**config.mk**
```make
export PLATFORM = sky130hd
export DESIGN_NAME = vfr_fault_response
export DESIGN_NICKNAME = d
export VERILOG_FILES = /design/src/pkg/vfr_pkg.sv /design/src/rtl/vfr_fault_response.sv /design/src/rtl/vfr_action_reg.sv /design/src/rtl/vfr_retry_timer.sv
export SDC_FILE = /design/constraint.sdc
export NUM_CORES = 1
export LEC_CHECK = 0
export BUFFER_PORTS_ARGS = -buffer_cell sky130_fd_sc_hd__buf_2
export CORE_ASPECT_RATIO = 0.9
export CORE_MARGIN = 4
export CORE_UTILIZATION = 62
export DETAILED_ROUTE_END_ITERATION = 8
export GPL_ROUTABILITY_DRIVEN = 0
export PLACE_DENSITY_LB_ADDON = 0.08
export SLEW_MARGIN = 20
export SYNTH_ARGS = -nofsm -noshare
export SYNTH_HDL_FRONTEND = slang
export SYNTH_HIERARCHICAL = 1
export SYNTH_SLANG_ARGS = --single-unit
```
**constraint.sdc**
```tcl
create_clock -name clk -period 4.3 [get_ports clk]
set_input_delay 0.645 -clock clk [delete_from_list [all_inputs] [get_ports clk]]
set_output_delay 0.645 -clock clk [all_outputs]
set_load 0.02 [all_outputs]
```
**src/pkg/vfr_pkg.sv**
```systemverilog
// Constants and types for the output-voltage fault response block
package vfr_pkg;
  localparam logic [7:0]  CMD_OV_ACTION      = 8'h41;
  localparam logic [7:0]  CMD_UV_THRESHOLD   = 8'h44;
  localparam logic [7:0]  CMD_UV_ACTION      = 8'h45;
  localparam logic [7:0]  ACTION_RESET       = 8'h80;
  localparam int          RESP_MSB           = 7;
  localparam int          RESP_LSB           = 6;
  localparam int          RETRY_MSB          = 5;
  localparam int          RETRY_LSB          = 3;
  localparam logic [1:0]  RESP_DISABLE_RETRY = 2'h2;
  localparam logic [2:0]  RETRY_NONE         = 3'h0;
  localparam logic [2:0]  RETRY_CONTINUOUS   = 3'h7;
  localparam int          LIMIT_FRAC_BITS    = 13;
  localparam logic [15:0] UV_SCALE_NUM       = 16'h0055;
  localparam logic [15:0] UV_SCALE_DEN       = 16'h0064;
  localparam int          CLK_PERIOD_PS      = 5000;
  localparam int          RETRY_DELAY_MS     = 70;
  localparam int          RETRY_DELAY_CYCLES = RETRY_DELAY_MS * (1000000000 / CLK_PERIOD_PS);
  localparam int          DELAY_CNT_W        = 24;

  typedef enum logic [1:0] {
    VFR_RUN,
    VFR_LATCHED,
    VFR_WAIT_RETRY
  } vfr_state_t;
endpackage

```
**src/rtl/vfr_fault_response.sv**
```systemverilog
// Output-voltage fault response: settings, masking, alert, status and retry
`timescale 1ns/1ps

// Overview of operation
// - Response code 10 disables output on fault, then applies retry bits 5:3.
// - Any output-voltage fault pulls the alert line low.
// - Fault status bits are sticky; only clear-faults command clears them.
// - Overvoltage retry 000 keeps output off until the device restarts.
// - Undervoltage retry 000 keeps output off until the fault is cleared.
// - Retry 111 restarts endlessly until off command, bias loss or other fault.
// - Overvoltage retrying ends on control pin or operation command off.
// - Undervoltage retrying ends on enable pin or operation command off.
// - Retry delay is fixed at 70 ms; bits 2:0 are ignored.
// - Overvoltage action register resets to 80h.
// - Undervoltage action register resets to 80h.
// - Undervoltage threshold is 16-bit unsigned, LSB 2^-13 volts.
// - Undervoltage detection is masked during ramp, before power good, or disabled.
// - Undervoltage fault only after power good has asserted.
// - Undervoltage threshold defaults to 0.85 times the strapped setpoint.
// - Actions are one byte, threshold two bytes, all write-protectable.
// - Overvoltage threshold uses the same 2^-13 volt unsigned scaling.
module vfr_fault_response #(
  parameter int RETRY_CYCLES = vfr_pkg::RETRY_DELAY_CYCLES
) (
  input  wire logic        clk,
  input  wire logic        reset_n,
  input  wire logic [15:0] setpoint_strap,
  input  wire logic [15:0] ov_threshold,
  input  wire logic [15:0] vout_sample,
  input  wire logic        sample_valid,
  input  wire logic        output_ramping,
  input  wire logic        output_good_flag,
  input  wire logic        control_pin_on,
  input  wire logic        enable_pin_on,
  input  wire logic        operation_on,
  input  wire logic        other_fault_shutdown,
  input  wire logic        write_protect,
  input  wire logic        cmd_write,
  input  wire logic [7:0]  cmd_code,
  input  wire logic [15:0] cmd_wdata,
  input  wire logic        clear_faults,
  output logic [15:0]      cmd_rdata,
  output logic             host_alert_n,
  output logic             ov_fault_status_reg,
  output logic             uv_fault_status_reg,
  output logic             output_enable_reg
);
  import vfr_pkg::*;

  logic             init_reg;
  logic             load_defaults;
  logic [7:0]       ov_action_reg;
  logic [7:0]       uv_action_reg;
  logic [15:0]      uv_threshold_reg;
  logic [31:0]      uv_default_prod;
  logic [15:0]      uv_default;
  vfr_state_t       state_reg;
  logic             last_fault_uv_reg;
  logic             ov_detect;
  logic             uv_detect;
  logic             any_fault;
  logic             fault_retries;
  logic             off_command;
  logic             timer_start;
  logic             timer_done;
  logic             timer_busy;
  logic [1:0]       resp_sel;
  logic [2:0]       retry_sel;

  // Defaults (UV limit from the strap, actions from ACTION_RESET) load after reset release, never inside the async reset
  always_ff @(posedge clk or negedge reset_n) begin
    if (!reset_n) begin
      init_reg <= 1'b1;
    end else begin
      init_reg <= 1'b0;
    end
  end
  assign load_defaults = init_reg;

  vfr_action_reg #(.WIDTH(8)) u_ov_action (
    .clk           (clk),
    .reset_n       (reset_n),
    .load_en       (load_defaults),
    .reset_value   (ACTION_RESET),
    .write_en      (cmd_write && cmd_code == CMD_OV_ACTION),
    .write_protect (write_protect),
    .write_data    (cmd_wdata[7:0]),
    .value_reg     (ov_action_reg)
  );

  vfr_action_reg #(.WIDTH(8)) u_uv_action (
    .clk           (clk),
    .reset_n       (reset_n),
    .load_en       (load_defaults),
    .reset_value   (ACTION_RESET),
    .write_en      (cmd_write && cmd_code == CMD_UV_ACTION),
    .write_protect (write_protect),
    .write_data    (cmd_wdata[7:0]),
    .value_reg     (uv_action_reg)
  );

  // Integer 85/100 scaling truncates toward zero
  assign uv_default_prod = setpoint_strap * UV_SCALE_NUM;
  assign uv_default      = 16'(uv_default_prod / 32'(UV_SCALE_DEN));

  always_ff @(posedge clk or negedge reset_n) begin
    if (!reset_n) begin
      uv_threshold_reg <= '0;
    end else if (load_defaults) begin
      uv_threshold_reg <= uv_default;
    end else if (cmd_write && cmd_code == CMD_UV_THRESHOLD && !write_protect) begin
      uv_threshold_reg <= cmd_wdata;
    end
  end

  // Readback: one byte for actions, two for the threshold
  always_ff @(posedge clk or negedge reset_n) begin
    if (!reset_n) begin
      cmd_rdata <= '0;
    end else if (cmd_code == CMD_OV_ACTION) begin
      cmd_rdata <= {8'h00, ov_action_reg};
    end else if (cmd_code == CMD_UV_THRESHOLD) begin
      cmd_rdata <= uv_threshold_reg;
    end else if (cmd_code == CMD_UV_ACTION) begin
      cmd_rdata <= {8'h00, uv_action_reg};
    end else begin
      cmd_rdata <= '0;
    end
  end

  // Both limits compare raw codes at the same 2^-13 V weight
  assign ov_detect = sample_valid && output_enable_reg && (state_reg == VFR_RUN)
                     && (vout_sample > ov_threshold);
  assign uv_detect = sample_valid && output_enable_reg && (state_reg == VFR_RUN)
                     && !output_ramping && output_good_flag
                     && (vout_sample < uv_threshold_reg) && !ov_detect;
  assign any_fault = ov_detect || uv_detect;

  assign resp_sel  = ov_detect ? ov_action_reg[RESP_MSB:RESP_LSB] : uv_action_reg[RESP_MSB:RESP_LSB];
  assign retry_sel = ov_detect ? ov_action_reg[RETRY_MSB:RETRY_LSB] : uv_action_reg[RETRY_MSB:RETRY_LSB];
  // Only 10/111 retries; all other codes shut down with no retry
  assign fault_retries = (resp_sel == RESP_DISABLE_RETRY) && (retry_sel == RETRY_CONTINUOUS);

  // Off from control pin for OV, enable pin for UV, operation command for both
  assign off_command = !operation_on
                       || (!last_fault_uv_reg && !control_pin_on)
                       || (last_fault_uv_reg && !enable_pin_on);

  assign timer_start = any_fault && fault_retries;

  vfr_retry_timer #(.DELAY_CYCLES(RETRY_CYCLES)) u_timer (
    .clk      (clk),
    .reset_n  (reset_n),
    .start    (timer_start),
    .abort    ((state_reg == VFR_WAIT_RETRY) && (off_command || other_fault_shutdown)),
    .busy_reg (timer_busy),
    .done     (timer_done)
  );

  always_ff @(posedge clk or negedge reset_n) begin
    if (!reset_n) begin
      state_reg         <= VFR_RUN;
      output_enable_reg <= 1'b0;
      last_fault_uv_reg <= 1'b0;
    end else begin
      case (state_reg)
        VFR_RUN: begin
          output_enable_reg <= !init_reg && operation_on && control_pin_on && enable_pin_on;
          if (any_fault) begin
            output_enable_reg <= 1'b0;
            last_fault_uv_reg <= uv_detect;
            state_reg         <= fault_retries ? VFR_WAIT_RETRY : VFR_LATCHED;
          end
        end
        VFR_WAIT_RETRY: begin
          if (off_command || other_fault_shutdown) begin
            state_reg <= VFR_LATCHED;
          end else if (timer_done) begin
            state_reg <= VFR_RUN;
          end
        end
        VFR_LATCHED: begin
          output_enable_reg <= 1'b0;
          // OV latch holds until reset; UV latch releases on clear-faults
          if (last_fault_uv_reg && clear_faults) begin
            state_reg <= VFR_RUN;
          end
        end
        default: state_reg <= VFR_RUN;
      endcase
    end
  end

  // Set wins over a simultaneous clear
  always_ff @(posedge clk or negedge reset_n) begin
    if (!reset_n) begin
      ov_fault_status_reg <= 1'b0;
      uv_fault_status_reg <= 1'b0;
    end else begin
      ov_fault_status_reg <= ov_detect || (ov_fault_status_reg && !clear_faults);
      uv_fault_status_reg <= uv_detect || (uv_fault_status_reg && !clear_faults);
    end
  end

  assign host_alert_n = !(ov_fault_status_reg || uv_fault_status_reg);
endmodule

```
**src/rtl/vfr_action_reg.sv**
```systemverilog
// One command register with reset value and write protection
`timescale 1ns/1ps
module vfr_action_reg #(
  parameter int         WIDTH = 8
) (
  input  wire logic             clk,
  input  wire logic             reset_n,
  input  wire logic             load_en,
  input  wire logic [WIDTH-1:0] reset_value,
  input  wire logic             write_en,
  input  wire logic             write_protect,
  input  wire logic [WIDTH-1:0] write_data,
  output logic      [WIDTH-1:0] value_reg
);
  // Reset leaves zero; the reset value is loaded on the clocked load_en after release
  always_ff @(posedge clk or negedge reset_n) begin
    if (!reset_n) begin
      value_reg <= '0;
    end else if (load_en) begin
      value_reg <= reset_value;
    end else if (write_en && !write_protect) begin
      value_reg <= write_data;
    end
  end
endmodule

```
**src/rtl/vfr_retry_timer.sv**
```systemverilog
// Fixed retry delay counter
`timescale 1ns/1ps
module vfr_retry_timer #(
  parameter int DELAY_CYCLES = 14000000
) (
  input  wire logic clk,
  input  wire logic reset_n,
  input  wire logic start,
  input  wire logic abort,
  output logic      busy_reg,
  output logic      done
);
  import vfr_pkg::*;
  logic [DELAY_CNT_W-1:0] count_reg;

  always_ff @(posedge clk or negedge reset_n) begin
    if (!reset_n) begin
      count_reg <= '0;
      busy_reg  <= 1'b0;
    end else if (abort) begin
      count_reg <= '0;
      busy_reg  <= 1'b0;
    end else if (start) begin
      count_reg <= DELAY_CNT_W'(DELAY_CYCLES - 1);
      busy_reg  <= 1'b1;
    end else if (busy_reg) begin
      if (count_reg == '0) begin
        busy_reg <= 1'b0;
      end else begin
        count_reg <= count_reg - 1'b1;
      end
    end
  end

  assign done = busy_reg && (count_reg == '0) && !abort;
endmodule

```
==> metrics, run 1 <==
outcome did not finish; Stop stage 5_1_grt; First Err [ERROR DPL-0038] Utilization greater than 100%, impossible to legalize; htree depth 3; post-place setup slack -8.365 ns; Worst EP Category sequential cell input; DP Wirelength 29.43 mm; Initial Util 0.6387; largest net degree at the start of global routing 81; Yosys reg bits 80; leading area contributor after synthesis dfrtp_1; Yosys top cell area share 0.1740; Clock Tree Buf Depth 2; IO Pins 104; post-synthesis sequential area ratio 0.1763; main area contributors after synthesis dfrtp_1 17%, ha_1 10%, inv_1 4.1%, fa_1 3.9%, nor2_1 3.6%; Synth Flop Type dfrtp_1; number of synthesized flops with an enable pin 0; # rows 46; Worst EP post-GRT repair uv_threshold_reg[0]$_DFFE_PN0P_/D; cells after synthesis 1,384; number of port buffers 103; Die W 150.7 um; clk root buf clkbuf_16; most frequent cell after synthesis inv_1; Ys Warns 6; Post-Syn Area 11,360 um2; Syn Area/Cell 8.208 um2; clk sinks 80; Hold Buf Count CTS 0; unique cell type count in the Yosys netlist 123; CTS buffer count 9; most common library cells after synthesis 124 x inv_1, 108 x nor2_1, 91 x ha_1, 91 x nand2_1, 80 x a21oi_1; Die H 136.4 um; Async SR Flop Fraction 1.000
==> logic make-up after synthesis <==
kind of cell               share of synthesized area
AOI/OAI and AO/OA                             0.3322
and+or+nand+nor                               0.2070
buffers and inverters                        0.06730
adders and majority gates                     0.1445
DFF                                           0.1763
xor gates and xnor gates                     0.04340
muxes                                        0.02864
other                                      0.0006611
==> through the flow <==
step	TNS, ns	hold WS (ns)	std cells	area [um2]
after floorplan	-64.26	0.3494	1399	11750
after global placement	-73.97	0.4895	2045	14930
after detailed placement	-77.70	0.4967	2045	14930
after CTS	-65.33	0.5112	2105	16510
==> what timing repair did <==
action	in CTS
gates resized for setup	164
endpoints found under the setup margin	16
pin swaps	85
buffers inserted	45
==> run 2, diff against run 1 <==
--- a/config.mk
+++ b/config.mk
@@ -6,12 +6,11 @@
 export NUM_CORES = 1
 export LEC_CHECK = 0
 export BUFFER_PORTS_ARGS = -buffer_cell sky130_fd_sc_hd__buf_2
-export CORE_ASPECT_RATIO = 0.9
 export CORE_MARGIN = 4
-export CORE_UTILIZATION = 62
+export CORE_UTILIZATION = 40
 export DETAILED_ROUTE_END_ITERATION = 8
 export GPL_ROUTABILITY_DRIVEN = 0
-export PLACE_DENSITY_LB_ADDON = 0.08
+export PLACE_DENSITY_LB_ADDON = 0.15
 export SLEW_MARGIN = 20
 export SYNTH_ARGS = -nofsm -noshare
 export SYNTH_HDL_FRONTEND = slang
==> metrics, run 2 <==
outcome finished, violations left; failing checks setup timing; most frequent cell after synthesis inv_1; Clock Tree Buf Depth 2 (unchanged); post-synthesis sequential area ratio 0.1763 (unchanged); cells after synthesis 1,384 (unchanged); Reg2Reg Depth 27; clk sinks 80 (unchanged); Crit Path Class in2reg; post-place setup slack -8.287 ns (+0.07742 ns); fin nets 2,111; slowest cell on the critical path fa_1; Final WS setup -7.760 ns; Die H 176.5 um (+29%); Final Hold Fails 0; DRT Wirelength 39.05 mm; Critical Path AT 12.28 ns; fmax 0.08292 GHz; DP Wirelength 27.98 mm (-4.9%); worst-margin pin slew 0.8078 ns; grt ovf 0; fin crit share 2.805; Yosys top cell area share 0.1740 (unchanged); IO Pins 104 (unchanged); Max-cap violations 0; Final setup viols 16; n_diodes 0; clk slew on worst S/H paths 0.07 ns; number of port buffers 103 (unchanged); Worst slew margin 0.4565; Async SR Flop Fraction 1.000 (unchanged); Synth Area in Simple Gates 0.2070 (unchanged); largest net degree at the start of global routing 81; Syn Area/Cell 8.208 um2 (unchanged); Residual DRC 0; crit-path most repeated cell buf_4; CTS tree yes; htree depth 3 (unchanged); Via density 5.704; worst min path class in2async; Yosys reg bits 80 (unchanged); Ys Warns 6 (unchanged); post-synthesis mux area share 0.02864 (unchanged); Slew Viols, Final 0; unique cell type count in the Yosys netlist 123 (unchanged); critical path fanouts, max 7; Die W 176.5 um (+17%); most frequent cells in the layout 407 x buf_4, 120 x inv_1, 99 x buf_2, 93 x nor2_1, 79 x dfrtp_1; max FFs per register 24; Post-Synth XOR/XNOR Area 0.04340 (unchanged); leading area contributor after synthesis dfrtp_1; Req. time, crit path 4.52 ns; hold slack 0.3336 ns; vias 13,100; # rows 61 (+33%); main area contributors after synthesis dfrtp_1 17%, ha_1 10%, inv_1 4.1%, fa_1 3.9%, nor2_1 3.6%; GRT Overall Usage 0.2320; area grow syn2layout 57.73%; DR WL/cell 17.00 um; DRT iter0 DRCs 1,156; Synth Flop Type dfrtp_1; main combinational cell family by area after synthesis compound AO/OA/AOI/OAI gates; post-synthesis compound-gate area fraction 0.3322 (unchanged); Synth Area in Adders 0.1445 (unchanged); worst skew pair latency 0.34 ns; most common library cells after synthesis 124 x inv_1, 108 x nor2_1, 91 x ha_1, 91 x nand2_1, 80 x a21oi_1; global-route wire length before repair 61.77 mm; initial antenna violation count 0; crit path launch type input pin; layout cell share with drive strength beyond 1 0.4763; CTS buffer count 9 (unchanged); Hold Buf Count CTS 0 (unchanged); min cycle time layout 12.06 ns; CP max stage delay 0.53 ns; Final ANT Viol Nets 0; crit path capture type flop; Final Skew 0.009149 ns; Die ar. 31,160 um2; Initial Util 0.4067 (-0.2321); DR pass1 iterations 6; core area 27,930 um2; clk root buf clkbuf_16; vias in the first global route 12,610; commonest non-fill, non-tap cell in the layout buf_4; number of synthesized flops with an enable pin 0 (unchanged); RSZ-0062 raised after global routing yes; Post-Syn Area 11,360 um2 (unchanged)
==> run 2: cell counts after synthesis <==
Identical to the previous run, type by type.
==> run 2: critical path: cells and delay by family <==
kind	cells	cell delay (ns)
mux	2	0.44
simple gates	9	1.43
fa+ha+maj	7	2.48
compound gates	25	5.74
buf+inv	12	1.49
==> run 2: per-layer routing <==
metal / part of all wire / routed length (um) / track usage / up-vias
met5: 0 / 0 / 0 / -
met4: 0.017 / 658 / 0.04449 / 0
met3: 0.058 / 2259 / 0.01970 / 70
met2: 0.49 / 19330 / 0.4099 / 489
met1: 0.43 / 16810 / 0.3125 / 6239
li1: - / - / - / 6303
==> run 2: repair_timing <==
item	4_1_cts	5_1_grt
setup buffers	61	24
resized for setup	233	98
pin swaps	84	39
gates cloned	1	0
endpoints found under the setup margin	16	41
==> run 2: worst paths after layout <==
kind	start	to	slack [ns]
min reg2reg	uv_threshold_reg[11]	uv_threshold_reg[11]	0.51
min	reset_n	u_timer/count_reg[17]	0.33
max reg2reg	uv_threshold_reg[1]	u_timer/count_reg[23]	0.52
max in group asynchronous	reset_n	u_uv_action/value_reg[2]	3.44
max	setpoint_strap[1]	uv_threshold_reg[0]	-7.76
min in group clk	uv_threshold_reg[11]	uv_threshold_reg[11]	0.51
==> run 2: layout make-up <==
type,count,area [um2]
flip-flops and latches,80,2003
repair buffers,557,4180
clock buffers,11,242.7
inverters,127,479.2
fillers,2282,10020
clock inverters,5,40.04
well taps,378,473.0
multi-input cells,1139,10500
==> run 2: cell families (layout without fill, tap and decap cells) <==
group / after synthesis / in the layout
xor gates and xnor gates: 52 / 52
adders and majority gates: 119 / 119
muxes: 30 / 30
buffers and inverters: 180 / 700
other: 2 / 17
AOI/OAI and AO/OA: 482 / 482
and+or+nand+nor: 439 / 439
DFF: 80 / 80
==> run 2: through the flow <==
step | cells | TNS [ns] | util | instance area (um2)
after detailed placement | 2195 | -76.94 | 0.5447 | 15220
final | 2297 | -69.64 | 0.6414 | 17920
after global routing | 2297 | -73.59 | 0.6414 | 17920
after global placement | 2195 | -75.92 | 0.5447 | 15220
after floorplan | 1399 | -64.26 | - | 11750
after CTS | 2273 | -65.51 | 0.6184 | 17270
Power of run 2 is not shown: default switching activity piles up to over one toggle a cycle in this logic, so the estimate is an artifact.
